**config.mk**
```make
export PLATFORM = sky130hd
export DESIGN_NAME = stpci_top
export DESIGN_NICKNAME = d
export VERILOG_FILES = /design/src/logic/stpci_pkg.sv /design/src/logic/stpci_top.sv
export SDC_FILE = /design/constraint.sdc
export NUM_CORES = 1
export LEC_CHECK = 0
export BUFFER_PORTS_ARGS = -buffer_cell sky130_fd_sc_hd__buf_2
export CORE_MARGIN = 1
export CORE_UTILIZATION = 25
export CTS_BUF_LIST = sky130_fd_sc_hd__clkbuf_4 sky130_fd_sc_hd__clkbuf_8
export CTS_CLUSTER_SIZE = 30
export DETAILED_ROUTE_END_ITERATION = 8
export HOLD_SLACK_MARGIN = 0.15
export PLACE_DENSITY = 0.59
export REMOVE_ABC_BUFFERS = 1
export SLEW_MARGIN = 20
export SYNTH_ARGS = -nofsm -noshare
export SYNTH_HDL_FRONTEND = slang
export SYNTH_SLANG_ARGS = --single-unit
```
**constraint.sdc**
```tcl
create_clock -name clk -period 1.63 [get_ports clk]
set_input_delay 0.4075 -clock clk [delete_from_list [all_inputs] [get_ports clk]]
set_output_delay 0.4075 -clock clk [all_outputs]
set_load 0.1 [all_outputs]
```
**src/logic/stpci_pkg.sv**
```systemverilog
// stpci_pkg: command byte layout, group codes, filter and timing constants
// assumes: used by stpci_top with the package:: prefix, nothing imported
package stpci_pkg;
   // command byte group field
   localparam int GRP_HI = 7;
   localparam int GRP_LO = 6;
   localparam logic [1:0] GRP_START = 2'h0;
   localparam logic [1:0] GRP_CTRL = 2'h1;
   localparam logic [1:0] GRP_RSEL = 2'h2;
   localparam logic [1:0] GRP_OUT = 2'h3;
   // start mode bits
   localparam int SM_HIGH_SPEED = 0;
   localparam int SM_EXT_START = 1;
   localparam int SM_ACCEL = 2;
   localparam int SM_STOP = 3;
   localparam int SM_START = 4;
   localparam int SM_IRQ_STOP = 5;
   // register select bits
   localparam int RS_IRQ_RAMP = 4;
   localparam int RS_IRQ_EXT = 5;
   // reset values
   localparam logic [7:0] START_RST = 8'h00;
   localparam logic [7:0] CTRL_RST = 8'h40;
   localparam logic [7:0] RSEL_RST = 8'h80;
   localparam logic [7:0] OUT_RST = 8'hc0;
   // least external start pulse, in reference clock cycles
   localparam int EXT_FILT_CYC = 4;
   localparam logic [2:0] EXT_FILT_MAX = 3'h3;
   // counter width
   localparam int CNT_W = 24;
   // run states
   typedef enum logic [2:0] {
      RUN_IDLE = 3'b000,
      RUN_PEND = 3'b001,
      RUN_CONST = 3'b010,
      RUN_ACCEL = 3'b011,
      RUN_DECEL = 3'b100
   } stpci_run_t;
endpackage : stpci_pkg

```
**src/logic/stpci_top.sv**
```systemverilog
// stpci_top: command latches, start/stop sequencing and interrupt logic
// assumes: host write strobe is synchronous to clk; motion inputs are pins
`timescale 1ns/10ps
module stpci_top (
   // clock and reset
   input wire logic clk,
   input wire logic nrst,
   // host command write
   input wire logic cmd_wr,
   input wire logic [7:0] cmd_data,
   // motion side
   input wire logic external_start_in,
   input wire logic end_limit_in,
   input wire logic stop_in,
   input wire logic origin_in,
   input wire logic slow_down_in,
   input wire logic preset_mode,
   input wire logic preset_done,
   input wire logic decel_done,
   input wire logic [23:0] preset_counter,
   input wire logic [23:0] ramp_down_point_reg,
   // command readback
   output logic [7:0] start_cmd,
   output logic [7:0] ctrl_cmd,
   output logic [7:0] rsel_cmd,
   output logic [7:0] out_cmd,
   // motion control
   output logic running,
   output logic use_high_speed,
   output logic accelerate,
   output logic decelerate,
   // status and interrupt
   output logic [2:0] main_status_word,
   output logic irq_n_o,
   output logic irq_n_oe
);
   // reset synchroniser
   logic rst_s1_r;
   logic rst_n_r;
   always_ff @(posedge clk or negedge nrst) begin
      if (!nrst) begin
         rst_s1_r <= 1'b0;
         rst_n_r <= 1'b0;
      end else begin
         rst_s1_r <= 1'b1;
         rst_n_r <= rst_s1_r;
      end
   end

   // input synchronisers: pins pass two flops
   logic [4:0] pin_s1_r;
   logic [4:0] pin_s2_r;
   always_ff @(posedge clk or negedge rst_n_r) begin
      if (!rst_n_r) begin
         pin_s1_r <= 5'h1f;
         pin_s2_r <= 5'h1f;
      end else begin
         pin_s1_r <= {external_start_in, end_limit_in, stop_in, origin_in, slow_down_in};
         pin_s2_r <= pin_s1_r;
      end
   end
   logic sta_s;
   logic el_low;
   logic stp_low;
   logic org_low;
   logic sd_low;
   assign sta_s = pin_s2_r[4];
   assign el_low = !pin_s2_r[3];
   assign stp_low = !pin_s2_r[2];
   assign org_low = !pin_s2_r[1];
   assign sd_low = !pin_s2_r[0];

   // external start filter: level must hold four clocks
   logic [2:0] filt_cnt_r;
   logic [2:0] filt_cnt_nxt;
   logic sta_filt_r;
   logic sta_filt_nxt;
   logic sta_fall;
   always_comb begin
      filt_cnt_nxt = 3'h0;
      sta_filt_nxt = sta_filt_r;
      if (sta_s != sta_filt_r) begin
         if (filt_cnt_r == stpci_pkg::EXT_FILT_MAX) begin
            sta_filt_nxt = sta_s;
         end else begin
            filt_cnt_nxt = filt_cnt_r + 3'h1;
         end
      end
   end
   always_ff @(posedge clk or negedge rst_n_r) begin
      if (!rst_n_r) begin
         filt_cnt_r <= 3'h0;
         sta_filt_r <= 1'b1;
      end else begin
         filt_cnt_r <= filt_cnt_nxt;
         sta_filt_r <= sta_filt_nxt;
      end
   end
   assign sta_fall = sta_filt_r && !sta_filt_nxt;

   // command latches and run state
   logic [7:0] start_r;
   logic [7:0] start_nxt;
   logic [7:0] ctrl_r;
   logic [7:0] ctrl_nxt;
   logic [7:0] rsel_r;
   logic [7:0] rsel_nxt;
   logic [7:0] out_r;
   logic [7:0] out_nxt;
   stpci_pkg::stpci_run_t run_r;
   stpci_pkg::stpci_run_t run_nxt;
   logic [1:0] grp;
   logic wr_start;
   logic stop_evt;
   logic ext_evt;
   logic ramp_hit;
   logic [7:0] sb;
   assign grp = cmd_data[stpci_pkg::GRP_HI:stpci_pkg::GRP_LO];
   assign wr_start = cmd_wr && (grp == stpci_pkg::GRP_START);
   assign sb = cmd_data;
   assign ramp_hit = preset_counter <= ramp_down_point_reg;

   always_comb begin
      start_nxt = start_r;
      ctrl_nxt = ctrl_r;
      rsel_nxt = rsel_r;
      out_nxt = out_r;
      run_nxt = run_r;
      stop_evt = 1'b0;
      ext_evt = 1'b0;
      // only the addressed group is replaced
      if (cmd_wr) begin
         case (grp)
            stpci_pkg::GRP_START: start_nxt = cmd_data;
            stpci_pkg::GRP_CTRL: ctrl_nxt = cmd_data;
            stpci_pkg::GRP_RSEL: rsel_nxt = cmd_data;
            stpci_pkg::GRP_OUT: out_nxt = cmd_data;
            default: start_nxt = start_r;
         endcase
      end
      case (run_r)
         stpci_pkg::RUN_IDLE: begin
            if (wr_start && sb[stpci_pkg::SM_START] && !sb[stpci_pkg::SM_STOP]) begin
               if (stp_low || el_low || org_low) begin
                  stop_evt = 1'b1; // blocked start still reports stop
               end else if (sb[stpci_pkg::SM_EXT_START]) begin
                  run_nxt = stpci_pkg::RUN_PEND;
               end else if (sb[stpci_pkg::SM_ACCEL]) begin
                  run_nxt = stpci_pkg::RUN_ACCEL;
               end else begin
                  run_nxt = stpci_pkg::RUN_CONST;
               end
            end
         end
         stpci_pkg::RUN_PEND: begin
            if (wr_start && sb[stpci_pkg::SM_STOP]) begin
               run_nxt = stpci_pkg::RUN_IDLE; // stop cancels delayed start
               stop_evt = 1'b1;
            end else if (stp_low || el_low) begin
               run_nxt = stpci_pkg::RUN_IDLE;
               stop_evt = 1'b1;
            end else if (sta_fall) begin
               ext_evt = 1'b1;
               run_nxt = start_r[stpci_pkg::SM_ACCEL] ? stpci_pkg::RUN_ACCEL
                                                      : stpci_pkg::RUN_CONST;
            end
         end
         stpci_pkg::RUN_CONST, stpci_pkg::RUN_ACCEL, stpci_pkg::RUN_DECEL: begin
            if (stp_low || el_low || (org_low && ctrl_r[0]) || (preset_mode && preset_done)) begin
               run_nxt = stpci_pkg::RUN_IDLE;
               stop_evt = 1'b1;
            end else if (wr_start && sb[stpci_pkg::SM_STOP] && !sb[stpci_pkg::SM_START]) begin
               run_nxt = stpci_pkg::RUN_IDLE;
               stop_evt = 1'b1;
            end else if (run_r == stpci_pkg::RUN_CONST) begin
               run_nxt = stpci_pkg::RUN_CONST;
            end else if (wr_start && sb[stpci_pkg::SM_STOP]) begin
               run_nxt = stpci_pkg::RUN_DECEL;
            end else if (run_r == stpci_pkg::RUN_DECEL) begin
               if (decel_done && start_r[stpci_pkg::SM_STOP]) begin
                  run_nxt = stpci_pkg::RUN_IDLE;
                  stop_evt = 1'b1;
               end else if (!sd_low && !(preset_mode && ramp_hit)
                            && !start_r[stpci_pkg::SM_STOP]) begin
                  run_nxt = stpci_pkg::RUN_ACCEL;
               end
            end else if (sd_low || (preset_mode && ramp_hit)) begin
               run_nxt = stpci_pkg::RUN_DECEL;
            end
         end
         default: run_nxt = stpci_pkg::RUN_IDLE;
      endcase
      // start bit reads back zero once stopped
      if (run_nxt == stpci_pkg::RUN_IDLE) begin
         start_nxt[stpci_pkg::SM_START] = 1'b0;
      end
   end
   always_ff @(posedge clk or negedge rst_n_r) begin
      if (!rst_n_r) begin
         start_r <= stpci_pkg::START_RST;
         ctrl_r <= stpci_pkg::CTRL_RST;
         rsel_r <= stpci_pkg::RSEL_RST;
         out_r <= stpci_pkg::OUT_RST;
         run_r <= stpci_pkg::RUN_IDLE;
      end else begin
         start_r <= start_nxt;
         ctrl_r <= ctrl_nxt;
         rsel_r <= rsel_nxt;
         out_r <= out_nxt;
         run_r <= run_nxt;
      end
   end

   // interrupt requests: the clearing enable write wins over set
   logic [2:0] req_r;
   logic [2:0] req_nxt;
   logic [2:0] en;
   logic [2:0] set;
   always_comb begin
      en = {rsel_nxt[stpci_pkg::RS_IRQ_EXT], rsel_nxt[stpci_pkg::RS_IRQ_RAMP],
            start_nxt[stpci_pkg::SM_IRQ_STOP]};
      set = {ext_evt, ramp_hit && run_r != stpci_pkg::RUN_IDLE, stop_evt};
      req_nxt = (req_r & en) | (set & en);
   end
   always_ff @(posedge clk or negedge rst_n_r) begin
      if (!rst_n_r) begin
         req_r <= 3'h0;
      end else begin
         req_r <= req_nxt;
      end
   end

   // outputs
   assign start_cmd = start_r;
   assign ctrl_cmd = ctrl_r;
   assign rsel_cmd = rsel_r;
   assign out_cmd = out_r;
   assign running = run_r inside {stpci_pkg::RUN_CONST, stpci_pkg::RUN_ACCEL,
                                  stpci_pkg::RUN_DECEL};
   assign use_high_speed = start_r[stpci_pkg::SM_HIGH_SPEED];
   assign accelerate = run_r == stpci_pkg::RUN_ACCEL;
   assign decelerate = run_r == stpci_pkg::RUN_DECEL;
   assign main_status_word = req_r;
   assign irq_n_o = 1'b0;
   assign irq_n_oe = |req_r;

   // assertions
   stop_irq_set_a: assert property (@(posedge clk) disable iff (!rst_n_r)
      stop_evt && start_nxt[stpci_pkg::SM_IRQ_STOP] |=> req_r[0])
      else $error("stop interrupt not raised");
   enable_clear_a: assert property (@(posedge clk) disable iff (!rst_n_r)
      !rsel_r[stpci_pkg::RS_IRQ_RAMP] |-> !req_r[1])
      else $error("ramp request without enable");
   irq_or_a: assert property (@(posedge clk) disable iff (!rst_n_r)
      irq_n_oe == (req_r != 3'h0))
      else $error("interrupt pin not OR of requests");
   irq_hold_a: assert property (@(posedge clk) disable iff (!rst_n_r)
      req_r[0] && start_r[stpci_pkg::SM_IRQ_STOP] && !cmd_wr |=> irq_n_oe)
      else $error("interrupt dropped while pending");
   ramp_decel_a: assert property (@(posedge clk) disable iff (!rst_n_r)
      run_r == stpci_pkg::RUN_ACCEL && preset_mode && ramp_hit && !stp_low && !el_low
      && !org_low && !preset_done && !cmd_wr |=> decelerate)
      else $error("no deceleration at ramp point");
   const_mode_a: assert property (@(posedge clk) disable iff (!rst_n_r)
      run_r == stpci_pkg::RUN_CONST |=> !decelerate)
      else $error("constant mode decelerated");
   start_clear_a: assert property (@(posedge clk) disable iff (!rst_n_r)
      run_r == stpci_pkg::RUN_IDLE |-> !start_r[stpci_pkg::SM_START])
      else $error("start bit set while stopped");
   group_keep_a: assert property (@(posedge clk) disable iff (!rst_n_r)
      cmd_wr && grp != stpci_pkg::GRP_CTRL |=> $stable(ctrl_r))
      else $error("control latch changed by other group");
   pend_hold_a: assert property (@(posedge clk) disable iff (!rst_n_r)
      run_r == stpci_pkg::RUN_PEND && sta_s && sta_filt_r |=> !running)
      else $error("started without external start");
   pin_drive_a: assert property (@(posedge clk) disable iff (!rst_n_r)
      irq_n_o == 1'b0)
      else $error("interrupt pin drives high");
   // request setting, masking, filter, start/stop sequencing and output routing guards
   ext_irq_set_a: assert property (@(posedge clk) disable iff (!rst_n_r)
      ext_evt && rsel_nxt[stpci_pkg::RS_IRQ_EXT] |=> req_r[2])
      else $error("external start interrupt not raised");
   ramp_irq_set_a: assert property (@(posedge clk) disable iff (!rst_n_r)
      ramp_hit && running && rsel_nxt[stpci_pkg::RS_IRQ_RAMP] |=> req_r[1])
      else $error("ramp interrupt not raised");
   stop_mask_a: assert property (@(posedge clk) disable iff (!rst_n_r)
      !start_r[stpci_pkg::SM_IRQ_STOP] |-> !req_r[0])
      else $error("stop request without enable");
   ext_mask_a: assert property (@(posedge clk) disable iff (!rst_n_r)
      !rsel_r[stpci_pkg::RS_IRQ_EXT] |-> !req_r[2])
      else $error("external request without enable");
   ext_filter_a: assert property (@(posedge clk) disable iff (!rst_n_r)
      $changed(sta_filt_r) |-> $past(filt_cnt_r) == stpci_pkg::EXT_FILT_MAX)
      else $error("external start filter too short");
   pend_abort_a: assert property (@(posedge clk) disable iff (!rst_n_r)
      run_r == stpci_pkg::RUN_PEND && (stp_low || el_low) |=> run_r == stpci_pkg::RUN_IDLE)
      else $error("delayed start not cancelled");
   const_start_a: assert property (@(posedge clk) disable iff (!rst_n_r)
      run_r == stpci_pkg::RUN_IDLE && wr_start && sb[stpci_pkg::SM_START]
      && !sb[stpci_pkg::SM_STOP] && !sb[stpci_pkg::SM_EXT_START] && !sb[stpci_pkg::SM_ACCEL]
      && !stp_low && !el_low && !org_low |=> running && !accelerate)
      else $error("constant start not taken");
   accel_start_a: assert property (@(posedge clk) disable iff (!rst_n_r)
      run_r == stpci_pkg::RUN_IDLE && wr_start && sb[stpci_pkg::SM_START]
      && !sb[stpci_pkg::SM_STOP] && !sb[stpci_pkg::SM_EXT_START] && sb[stpci_pkg::SM_ACCEL]
      && !stp_low && !el_low && !org_low |=> accelerate)
      else $error("accel start not taken");
   stop_cmd_a: assert property (@(posedge clk) disable iff (!rst_n_r)
      running && wr_start && sb[stpci_pkg::SM_STOP] && !sb[stpci_pkg::SM_START] |=> !running)
      else $error("stop command ignored");
   limit_stop_a: assert property (@(posedge clk) disable iff (!rst_n_r)
      running && (stp_low || el_low) |=> !running)
      else $error("stop or limit pin ignored");
   out_route_a: assert property (@(posedge clk) disable iff (!rst_n_r)
      cmd_wr && grp == stpci_pkg::GRP_OUT |=> out_r == $past(cmd_data))
      else $error("output mode byte not latched");
   cov_pend_c: cover property (@(posedge clk) disable iff (!rst_n_r)
      run_r == stpci_pkg::RUN_PEND);
   cov_accel_c: cover property (@(posedge clk) disable iff (!rst_n_r)
      run_r == stpci_pkg::RUN_ACCEL ##[1:20] run_r == stpci_pkg::RUN_DECEL);
   cov_ext_c: cover property (@(posedge clk) disable iff (!rst_n_r) ext_evt);
   cov_stop_irq_c: cover property (@(posedge clk) disable iff (!rst_n_r) req_r[0]);
   cov_ramp_irq_c: cover property (@(posedge clk) disable iff (!rst_n_r) req_r[1]);
endmodule : stpci_top

```
; ---- Yosys cells after proc, flatten, opt, wreduce, memory -nomap -nowiden
; Cells that the tools add are included.
; W data, S select, Z words.
[word_totals]
in_bits = 67
memories = 0
regBits = 54
mem_bits_ro = 0
wordCells = 111
out_inout_bits = 41
latch_bits = 0
ramBits = 0
[op_classes]
eq_ne = 9
magnitude_cmp = 1
shifts = 0
div = 0
mul = 0
reduce_logical = 41
bitwise_logic = 3
n_mux = 41
n_addsub = 1
[op_table]
columns = cell, n
row1 = $mux W3, 15
row2 = $le A24 B24 Y1, 1
row3 = $mux W6, 4
row4 = $mux W1, 19
row5 = $logic_and A1 B1 Y1, 13
row6 = $reduce_and A2 Y1, 5
row7 = $eq A3 B2 Y1 const B, 3
row8 = $logic_not A1 Y1, 9
row9 = $pmux W3 S3, 1
row10 = $and A3 B3 Y3, 2
row11 = $logic_not A3 Y1, 2
row12 = $reduce_bool A3 Y1, 2
row13 = $reduce_or A3 Y1, 2
row14 = $logic_or A1 B1 Y1, 5
row15 = $eq A2 B2 Y1 const B, 2
row16 = $reduce_bool A2 Y1, 2
row17 = $add A3 B1 Y3 const B, 1
row18 = $eq A3 B1 Y1 const B, 1
row19 = $eq A3 B3 Y1 const B, 1
row20 = $or A3 B3 Y3, 1
row21 = $pmux W1 S3, 1
row22 = $eq A2 B1 Y1 const B, 1
row23 = $logic_not A2 Y1, 1
row24 = $mux W2, 1
row25 = $ne A1 B1 Y1, 1

; ---- Longest topological paths before layout
; Gate-level depths: netlist of run 1.
[logic_depth]
ltp_word = 16
ltp_mapped = 9
mapped_depth_nobuf = 9

; ---- Worst setup path before layout of run 1
; OpenSTA, ideal clock, no wires.
[synth_timing]
path_type = input-to-reg
from = in ramp_down_point_reg[19]
to = reg start_r[4], in the netlist start_cmd[4]
path_buffers = 0
t_required_ns = 1.502
path_slack_ns = -0.838
setup_time_ns = 0.128
stages = 9
arrival_time_ns = 2.340
cell_sequence = inv_1 > ha_1 > nand4_2 > or4_4 > nor3_4 > nor2_1 > a222oi_1 > or4_1 > a31oi_1
[synth_via]
elab_chain_cells = 16
elab_cells_between_ends = 20
cone_classes = order compare: 1 / mux: 10 / reduce/logical: 9
[synth_lines]
columns = element, line_no
row1 = start: declaration, stpci_top.sv:21  ; input wire logic [23:0] ramp_down_point_reg,
row2 = $le A24 B24 Y1 (*), stpci_top.sv:121  ; assign ramp_hit = preset_counter <= ramp_down_point_reg;
row3 = $logic_and A1 B1 Y1 (*), "stpci_top.sv:183, stpci_top.sv:187"
row4 = $logic_not A1 Y1, stpci_top.sv:183  ; end else if (!sd_low && !(preset_mode && ramp_hit)
row5 = $logic_and A1 B1 Y1, stpci_top.sv:183
row6 = $logic_and A1 B1 Y1, stpci_top.sv:184  ; && !start_r[stpci_pkg::SM_STOP]) begin
row7 = $mux W3, stpci_top.sv:183
row8 = $mux W3, stpci_top.sv:180  ; if (decel_done && start_r[stpci_pkg::SM_STOP]) begin
row9 = $mux W3 (*), stpci_top.sv:179  ; end else if (run_r == stpci_pkg::RUN_DECEL) begin
row10 = $mux W3 (*), stpci_top.sv:177  ; end else if (wr_start && sb[stpci_pkg::SM_STOP]) begin
row11 = $mux W3 (*), stpci_top.sv:175  ; end else if (run_r == stpci_pkg::RUN_CONST) begin
row12 = $mux W3 (*), stpci_top.sv:172  ; end else if (wr_start && sb[stpci_pkg::SM_STOP] && !sb[stpci_pkg::SM_START]) begin
row13 = $mux W3 (*), stpci_top.sv:169  ; if (stp_low || el_low || (org_low && ctrl_r[0]) || (preset_mode && preset_done)) begin
row14 = $pmux W3 S3 (*), stpci_top.sv:141  ; case (run_r)
row15 = $logic_not A3 Y1 (*), stpci_top.sv:194  ; if (run_nxt == stpci_pkg::RUN_IDLE) begin
row16 = $reduce_bool A2 Y1 (no source line), n/a
row17 = $reduce_and A2 Y1 (no source line), n/a
row18 = end signal: assignment, stpci_top.sv:200  ; start_r <= stpci_pkg::START_RST;
row19 = end signal: assignment, stpci_top.sv:206  ; start_r <= start_nxt;
row20 = end: declaration, stpci_top.sv:102  ; logic [7:0] start_r;
; Mark *: on every way between the ends. The rest lies on a longest branch, timed or not.
; A chain may end at the register's enable or synchronous reset.

; ---- Worst setup path in the final report of run 1
[layout_timing]
from = in preset_counter[11]
to = reg start_r[4], in the netlist start_cmd[4]
[layout_via]
elab_chain_cells = 16
elab_cells_between_ends = 20
cone_classes = order compare: 1 / mux: 10 / reduce/logical: 9
[layout_lines]
columns = element, line_no
row1 = start: declaration, stpci_top.sv:20  ; input wire logic [23:0] preset_counter,
row2 = $le A24 B24 Y1 (*), stpci_top.sv:121
row3 = $logic_and A1 B1 Y1 (*), "stpci_top.sv:183, stpci_top.sv:187"
row4 = $logic_not A1 Y1, stpci_top.sv:183
row5 = $logic_and A1 B1 Y1, stpci_top.sv:183
row6 = $logic_and A1 B1 Y1, stpci_top.sv:184
row7 = $mux W3, stpci_top.sv:183
row8 = $mux W3, stpci_top.sv:180
row9 = $mux W3 (*), stpci_top.sv:179
row10 = $mux W3 (*), stpci_top.sv:177
row11 = $mux W3 (*), stpci_top.sv:175
row12 = $mux W3 (*), stpci_top.sv:172
row13 = $mux W3 (*), stpci_top.sv:169
row14 = $pmux W3 S3 (*), stpci_top.sv:141
row15 = $logic_not A3 Y1 (*), stpci_top.sv:194
row16 = $reduce_bool A2 Y1 (no source line), n/a
row17 = $reduce_and A2 Y1 (no source line), n/a
; Marked as above.

==> impl_results.md, run 1 <==
* First DRT Iteration DRCs at 82
* Most frequent cell after synthesis: dfrtp_1
* Residual DRC count at 1
* # rows at 38
* Area share of fa/ha/maj cells after synthesis at 0.113
* DRT Pass-1 Iters at 6
* Top FF cell, synth: dfrtp_1
* Bufs on Longest Clock Path at 2
* Clock buffer count from CTS at 5
* Initial Utilization at 0.256
* Setup Crit Path Kind: input port to register
* Fraction of registers with async set/reset at 1.00
* Crit share post-route at 1.41
* CTS Root Buffer Type: clkbuf_8
* Largest area contributor in the netlist: dfrtp_1
* Data required, critical path at 1860 ps
* Distinct cells, synth at 40
* Pwr dens at 931 nW/um^2
* GR Overflow Total at 0
* Max cap viols at 0
* Hold path startpoint: slow_down_in
* Clock share of power at 0.213
* Routed WL at 7190 um
* Complex-gate fraction of the synthesized area at 0.0892
* Worst slack, placed at -1090 ps
* Largest net degree at the start of global routing at 53
* # fillers at 1,032
* Yosys top cell area share at 0.353
* Internal power at 2.44 mW
* Min Hold Slack at 198 ps
* Via count at 2,439
* Count of pins over their slew limit at 0
* Drt via density at 4.39
* Sw power at 1.72 mW
* RSZ-0062 raised after global routing: yes
* H-tree lvl count at 2
* Critical Path Start Type: input port
* Port bufs at 106
* Cell Area, Synth at 2760 sq um
* I/O pin total at 108
* Post-route clock skew at 5.23 ps
* Max VDD drop at 0.806 mV
* Die width at 107 um
* Ranking of synthesized cells by area: dfrtp_1 (35%), dfstp_2 (14%), ha_1 (11%)
* #FFs+latches synth at 54
* Sequential Power Share at 0.385
* Synth Area in Simple Gates at 0.146
* Register area share after synthesis at 0.496
* Outcome: finished with violations
* Yosys warnings at 0
* Clock tree from TritonCTS: done
* Final ANT Viol Nets at 0
* Gpl congestion at 0.829
* Post-synthesis mux area share at 0.101
* Hold WC Path Type: input port to register
* Pleak at 2.19 nW
* Global Route Usage Sum at 0.127
* Logic pwr share at 0.402
* WL/cell at 12.9 um
* Final WS setup at -661 ps
* CTS clk-pin slew, worst paths at 100 ps
* Avg Inst Size Synth at 11.0 sq um
* Endpoints failing setup at 10
* Critical-path maximum fanout at 3
* Sw frac at 0.413
* Initial antenna violation count at 0
* Cells after Synth at 251
* Post-synth EDFFs at 0
* Share of layout cells above drive strength 1 at 0.599
* Failing checks: design-rule violations, negative setup slack
* Start point of the critical path: preset_counter[11]
* Clock sink count at 54
* Min cycle time layout at 2290 ps
* Antenna diodes at 0
* Fmax at 437 MHz
* Most common library cells after synthesis: dfrtp_1 (39), inv_1 (30), ha_1 (25), mux2_2 (23), nand2_1 (18)
* Die Y at 107 um
* Final nets at 507
* Reg2Reg Launch Point: run_r[0]
* Worst-skew pair later-pin latency at 300 ps
* Syn-to-layout area delta at 61.7%
* First-pass GRT wire length at 11,600 um
* Core Area at 10,800 sq um
* Largest family of logic cells by synthesized area: simple AND/OR/NAND/NOR gates
* Die area at 11,500 sq um
* Vias in the first global route at 2,556
* Worst setup EP type: register
* Synth Area in XOR/XNOR at 0.00317
* Fin. Hold Viols at 0
* Detailed Place HPWL at 5610 um
* WP data arrival at 2520 ps
-- registers in the layout, indices dropped and copies added, names as in the netlist --
signal and flops:
rsel_cmd 8, out_cmd 8, filt_cnt_r 3, rst_s1_r 1, start_cmd 8, pin_s1_r 5
run_r 3, ctrl_cmd 8, sta_filt_r 1, rst_n_r 1, main_status_word 3, pin_s2_r 5
-- cell type report --
type / count / area [sq um] / share of cell area
Inverter: 30 / 120 / 0.0269
Clock buffer: 5 / 68.8 / 0.0154
Tap cell: 140 / 175 / 0.0392
Clock inverter: 3 / 43.8 / 0.00980
Multi-Input combinational cell: 164 / 1490 / 0.333
Sequential cell: 54 / 1370 / 0.307
Timing Repair Buffer: 160 / 1200 / 0.268
-- layer usage --
layer / track usage / vias up / wire [um]
met1: 0.146 / 1175 / 2870
li1: - / 1205 / -
met2: 0.246 / 55 / 3970
met3: 0.0225 / 4 / 312
met5: 0 / - / 0
met4: 0.0205 / 0 / 33
-- cells in the final DEF (no fill, tap or decap), types with 3 or more instances in the layout --
master    count
dfrtp_1      37
buf_2        80
nor2b_1       5
buf_12       10
o21a_1        3
buf_4        50
inv_1        16
clkbuf_8      5
inv_2        11
ha_1         13
nand3_1       6
nor3b_1       4
o21ai_0       7
nand2b_1      5
nor2_1        6
dfstp_2      15
nor3_1        4
nand3b_1      3
inv_4         3
nand2_1      15
nand4_1       7
a21oi_1      15
buf_6        17
ha_4         12
mux2_2       23
-- kinds of logic after synthesis --
family,after synthesis
xor+xnor,1
buf+inv,33
other cells,2
compound gates,40
fa+ha+maj,25
simple gates,71
mux,25
flops,54
-- power by group through the flow --
stage               Combinational [mW]  Clock [mW]  Sequential, mW
floorplan                        0.328           0            2.48
detailed placement                1.60           0            1.62
CTS                               1.67       0.922            1.60
global route                      1.77       0.969            1.62
global placement                  1.57           0            1.62
finish                            1.67       0.888            1.60
-- worst paths after layout --
kind | endpoint | slack [ps] | depth (start not counted)
max | start_cmd[4] | -660 | 10
min | pin_s1_r[0] | 200 | 1
max reg2reg | start_cmd[4] | -180 | 8
min reg2reg | filt_cnt_r[0] | 260 | 1
max in group asynchronous | ctrl_cmd[6] | 1090 | 1
min in group asynchronous | filt_cnt_r[0] | 260 | 1
-- metrics by stage --
stage                     instance area [sq um]  setup TNS, ps  total power [mW]  cells  utilization
after floorplan                            2740          -5880              2.80    248            -
after global placement                     3880          -4830              3.19    534        0.360
after detailed placement                   3880          -5050              3.22    534        0.360
after CTS                                  4400          -2940              4.19    555        0.408
after global routing                       4470          -3770              4.36    556        0.414
final                                      4470          -2970              4.16    556        0.414
-- critical path, stage by stage --
cell      delay (ps)
buf_6            100
ha_4             250
nand4_1          130
or4_4            600
nor3_4           180
nor2_1            70
a222oi_1         370
buf_4            200
a31oi_1           80
a31oi_1          120
-- timing repair --
item,CTS,global route
endpoints found under the hold margin,2,0
setup endpoints to repair,11,11
pin swaps,25,11
hold buffers,1,0
setup buffers,12,1
gates resized for setup,61,14
No activity file was read; power rests on OpenSTA's default activity.
==> inputs of run 2 (changes only) <==
- ABC_AREA: not set -> 1
- SLEW_MARGIN: 20 -> 0
==> run 2 against run 1 <==
Against the previous run: the run ends with negative setup slack left; sequential power hardly changed; total power down 6.0%; design area rose by 0.84%; final cell count is 12% higher; wire length up 4.5%; first-iteration DRC count is 4.9% higher; clock-buffer cell count grew 2; clock power fell by 14%; setup slack improved by 500 ps; largest cell class unchanged.
==> impl_results.md, run 2 <==
* Most frequent cells in the layout: buf_2 (83), nand2_1 (64), inv_1 (53), dfrtp_1 (38), o21ai_0 (27)
* Antenna diodes at 0
* Most frequent cell after synthesis: nand2_1
* Cells after Synth at 347
* RSZ-0062 raised after global routing: yes
* # rows at 38
* Via count at 2,658
* Pleak at 2.35 nW
* Core Area at 11,000 sq um
* Final ANT Viol Nets at 0
* H-tree lvl count at 2
* Post-route clock skew at 4.75 ps
* Synth Area in XOR/XNOR at 0.00306
* Max VDD drop at 0.602 mV
* Max incr delay on CP at 260 ps
* Largest net degree at the start of global routing at 23
* DRT Pass-1 Iters at 4
* CTS Root Buffer Type: clkbuf_8
* Setup Crit Path Kind: input port to register
* First-pass GRT wire length at 11,700 um
* Fraction of registers with async set/reset at 1.00
* Complex-gate fraction of the synthesized area at 0.0886
* Clock tree from TritonCTS: done
* Post-synthesis mux area share at 0
* Fmax at 559 MHz
* Critical-path maximum fanout at 3
* Routed WL at 7510 um
* Post-synth EDFFs at 0
* Share of layout cells above drive strength 1 at 0.502
* Global Route Usage Sum at 0.124
* Detailed Place HPWL at 5560 um
* Synth Area in Simple Gates at 0.210
* Ranking of synthesized cells by area: dfrtp_1 (34%), dfstp_2 (14%), ha_1 (11%)
* Max cap viols at 0
* I/O pin total at 108
* Clock sink count at 54
* Relative slew slack at 0.660
* WL/cell at 12.0 um
* Die area at 11,900 sq um
* Most common library cells after synthesis: nand2_1 (77), inv_1 (69), dfrtp_1 (39), o21ai_0 (28), nor2_1 (26)
* Final WS setup at -158 ps
* Critical Path Start Type: input port
* WP data arrival at 2020 ps
* Drt via density at 4.26
* Avg Inst Size Synth at 8.26 sq um
* Power, Total at 3.91 mW
* Placement Cell Area at 3800 sq um
* Bufs on Longest Clock Path at 2
* Clock buffer count from CTS at 5
* Register area share after synthesis at 0.478
* Top FF cell, synth: dfrtp_1
* Port bufs at 106
* CP max-delay cell: ha_4
* Worst-skew pair later-pin latency at 300 ps
* Crit share post-route at 1.10
* Min cycle time layout at 1790 ps
* Slew @ Worst Pin at 513 ps
* Largest area contributor in the netlist: dfrtp_1
* Worst setup EP type: register
* Die Y at 109 um
* Die width at 109 um
* CTS clk-pin slew, worst paths at 90 ps
* CP most frequent cell: nand2_2
* Kind of cell adding the most delay to the critical path: simple AND/OR/NAND/NOR gates
* Commonest non-fill, non-tap cell in the layout: buf_2
* Hold WC Path Type: input port to register
* Distinct cells, synth at 32
* Pwr dens at 867 nW/um^2
* Vias in the first global route at 2,716
* Final instance area at 4510 sq um
* GR Overflow Total at 0
* Gpl congestion at 0.830
* Yosys top cell area share at 0.340
* Outcome: finished with violations
* Largest family of logic cells by synthesized area: simple AND/OR/NAND/NOR gates
* Syn-to-layout area delta at 57.3%
* Cell Area, Synth at 2870 sq um
* Area share of fa/ha/maj cells after synthesis at 0.109
* Count of pins over their slew limit at 0
* Endpoints failing setup at 7
* CP Cell Sequence: buf_2 -> inv_2 -> ha_4 -> nand2_2 -> nor2_4 -> nand2_2 -> nor2_4 -> nand2_2 -> nand3_2 -> nand2_2 -> nand2_2 -> nand2_2 -> o21ai_2 -> nand3_2 -> nand3_2 -> nor2_1 -> nor2_1
* Initial Utilization at 0.261
* Final nets at 575
* Residual DRC count at 0
* Failing checks: negative setup slack
* Yosys warnings at 0
* Data required, critical path at 1860 ps
* Initial antenna violation count at 0
* Critical path buffers and inverters at 2
* First DRT Iteration DRCs at 86
* #FFs+latches synth at 54
* Fin. Hold Viols at 0
## run 2: cell families after synthesis
family                   count (synthesis)
XOR/XNOR                                 1
adder cells (fa/ha/maj)                 25
buffers and inverters                   81
flip-flops                              54
other                                    2
AO/OA/AOI/OAI                           48
AND/OR/NAND/NOR                        136
## run 2: layout make-up
class                           count  area, sq um
Clock buffer                        7         90.1
Clock inverter                      1         5.00
Fill cell                        1049         6470
Inverter                           75          292
Multi-Input combinational cell    212         1590
Sequential cell                    54         1370
Tap cell                          140          175
Timing Repair Buffer              135          981
## run 2: timing repair
action | in CTS | in global routing
pin swaps | 26 | 35
setup endpoints to repair | 8 | 9
buffers inserted | 6 | 5
hold endpoints to repair | 2 | 0
resized for setup | 52 | 47
hold buffers | 1 | 0
## run 2: report_power, final
group / switching [mW] / internal [mW] / total, mW
registers: 0.0941 / 1.50 / 1.59
clock network: 0.403 / 0.360 / 0.763
logic: 1.14 / 0.410 / 1.55
total: 1.64 / 2.27 / 3.91
## run 2: metal layers
metal  GRT usage  part of all wire  vias to the layer above
met5           0                 0                        -
met4      0.0347            0.0087                        0
met3      0.0329             0.053                        8
met2       0.228              0.54                       67
met1       0.140              0.40                     1249
li1            -                 -                     1334
## run 2: final timing paths
path | from | slack, ps | cells after the start | end
max in group asynchronous | rst_n_r | 810 | 1 | pin_s1_r[4]
worst min register to register | rst_n_r | 210 | 0 | run_r[1]
worst max-delay path | ramp_down_point_reg[21] | -160 | 17 | start_cmd[4]
min in group asynchronous | rst_n_r | 210 | 0 | run_r[1]
worst min-delay path | stop_in | 200 | 1 | pin_s1_r[2]
worst max register to register | pin_s2_r[3] | -10 | 10 | start_cmd[4]
## run 2: through the flow
step	util	TNS [ps]	hold WS, ps	setup WS, ps	instances
after global routing	0.410	-1020	174	-271	624
after floorplan	-	-3450	112	-595	341
after global placement	0.346	-1730	193	-511	604
after CTS	0.385	-207	184	-136	619
final	0.410	-431	197	-158	624
after detailed placement	0.346	-1860	193	-542	604
==> inputs of run 3 (changes only) <==
- PLACE_DENSITY: 0.59 -> 0.57
- clock period: 1.63 -> 1.7 ns (I/O delays scaled with it)
==> run 3 against run 2 <==
Against the previous run: the flow still finishes with violations (negative setup slack); clock skew rose by 5.8 ps; global-route usage rose by 0.29 points; final cell count fell by 1.4%; wire length rose by 1.2%; sequential cell count did not move; setup slack improved by 73 ps; design area fell by 2.5%; total power fell by 4.2%; clock power fell by 3.9%; core utilization fell by 1.0 points; largest power group unchanged.
==> impl_results.md, run 3 (synthesized netlist as in run 2, its figures left out) <==
* Outcome: finished with violations
* Failing checks: negative setup slack
* Final core occ at 0.400
* Max VDD drop at 0.708 mV
* Port bufs at 106
* Relative slew slack at 0.661
* CP Cell Sequence: buf_2 -> inv_1 -> ha_4 -> nand2_4 -> nor2_4 -> nand2_2 -> nor2_4 -> nand2_2 -> nand3_2 -> nand2_2 -> nand2_4 -> nand2_4 -> a21oi_2 -> nand2_1 -> nand2_2 -> nand3_2 -> nor2_2 -> nor2_1
* Final nets at 566
* Residual DRC count at 0
* Most frequent cells in the layout: buf_2 (84), nand2_1 (62), inv_1 (49), dfrtp_1 (38), o21ai_0 (27)
* Core Area at 11,000 sq um
* First-pass GRT wire length at 11,700 um
* GR Overflow Total at 0
* # fillers at 1,095
* I/O pin total at 108
* Max cap viols at 0
* Fmax at 561 MHz
* Sw frac at 0.426
* Slew @ Worst Pin at 508 ps
* Final WS setup at -84.1 ps
* Setup Crit Path Kind: input port to register
* Die area at 11,900 sq um
* Fin. Hold Viols at 0
* Hold endpoint: pin_s1_r[4]
* Worst setup EP type: register
* Worst slack, placed at -499 ps
* Critical path buffers and inverters at 2
* Vias in the first global route at 2,683
* Reg2Reg Launch Point: filt_cnt_r[0]
* # rows at 38
* RSZ-0062 raised after global routing: yes
* Clock tree from TritonCTS: done
* Pwr dens at 852 nW/um^2
* CP max-delay cell: ha_4
* Worst R2R Path Depth at 10
* Post-route clock skew at 10.5 ps
* Count of pins over their slew limit at 0
* CTS Root Buffer Type: clkbuf_8
* Initial antenna violation count at 0
* Clock share of power at 0.196
* Endpoints failing setup at 3
* Logic pwr share at 0.397
* Via count at 2,614
* Gpl congestion at 0.809
* Hold path startpoint: external_start_in
* Global Route Usage Sum at 0.127
* Hold Crit Depth at 1
* Kind of cell adding the most delay to the critical path: simple AND/OR/NAND/NOR gates
* Antenna diodes at 0
* Setup TNS at -156 ps
* Data required, critical path at 1900 ps
* Share of layout cells above drive strength 1 at 0.505
* Commonest non-fill, non-tap cell in the layout: buf_2
* CP most frequent cell: nand2_2
* Sw power at 1.60 mW
* Clock buffer count from CTS at 5
* Clock sink count at 54
* Reg2Reg Capture Point: start_cmd[4]
* Syn-to-layout area delta at 53.3%
* Detailed Place HPWL at 5500 um
* Worst-skew pair later-pin latency at 310 ps
* DRT Pass-1 Iters at 4
* Crit share post-route at 1.05
* Max incr delay on CP at 270 ps
* Bufs on Longest Clock Path at 2
* Critical Path Start Type: input port
* Min cycle time layout at 1780 ps
* WP data arrival at 1990 ps
* First DRT Iteration DRCs at 109
* Pleak at 2.29 nW
* Routed WL at 7600 um
* Critical-path maximum fanout at 3
* Sequential Power Share at 0.407
* Largest net degree at the start of global routing at 34
* Die Y at 109 um
* Internal power at 2.15 mW
* WL/cell at 12.4 um
* CTS clk-pin slew, worst paths at 100 ps
* Reg-to-reg slack, setup at 50 ps
* Final ANT Viol Nets at 0
* Die width at 109 um
* H-tree lvl count at 2
* Initial Utilization at 0.261
* Min Hold Slack at 206 ps
* Hold WC Path Type: input port to register
* Drt via density at 4.25
run 3: how the worst max path moves through the flow:
stage,cells past startpoint,start,endpoint
after detailed placement,18,ramp_down_point_reg[19],start_cmd[4]
after global placement,18,ramp_down_point_reg[19],start_cmd[4]
final,18,ramp_down_point_reg[22],start_cmd[4]
after global routing,18,ramp_down_point_reg[22],start_cmd[4]
after floorplan,2,main_status_word[0],irq_n_oe
after CTS,18,ramp_down_point_reg[13],start_cmd[4]
run 3: timing repair:
action                                 4_1_cts  5_1_grt
pin swaps                                   32       33
gates resized for setup                     54       59
hold buffers                                 1        0
endpoints found under the hold margin        2        0
setup endpoints to repair                    9       12
buffers inserted                             5        4
run 3: power by group through the flow:
stage                     combinational (mW)  sequential (mW)  clock, mW
final                                   1.49             1.52      0.733
after global routing                    1.59             1.55      0.820
after CTS                               1.40             1.53      0.762
after detailed placement                1.31             1.55          0
after global placement                  1.30             1.54          0
after floorplan                        0.319             2.23          0
run 3: layout make-up:
| cell class | count | area [sq um] | share of cell area |
|---|---|---|---|
| tap | 140 | 175 | 0.0399 |
| timing repair buffer | 126 | 848 | 0.193 |
| inverter | 75 | 292 | 0.0663 |
| sequential | 54 | 1370 | 0.312 |
| multi-input combinational | 212 | 1610 | 0.367 |
| clock inverter | 2 | 12.5 | 0.00285 |
| clock buffer | 6 | 82.6 | 0.0188 |
run 3: metrics by stage:
stage | instances | area, sq um | power [mW]
after floorplan | 341 | 2840 | 2.55
after global placement | 597 | 3680 | 2.84
after detailed placement | 597 | 3680 | 2.86
after CTS | 611 | 4110 | 3.69
after global routing | 615 | 4390 | 3.95
final | 615 | 4390 | 3.74
run 3: metal layers:
metal  wire (um)  track usage  share of wire
met4         139       0.0502          0.018
met2        4000        0.225           0.53
met1        3090        0.147           0.41
met3         369       0.0311          0.049
met5           0            0              0
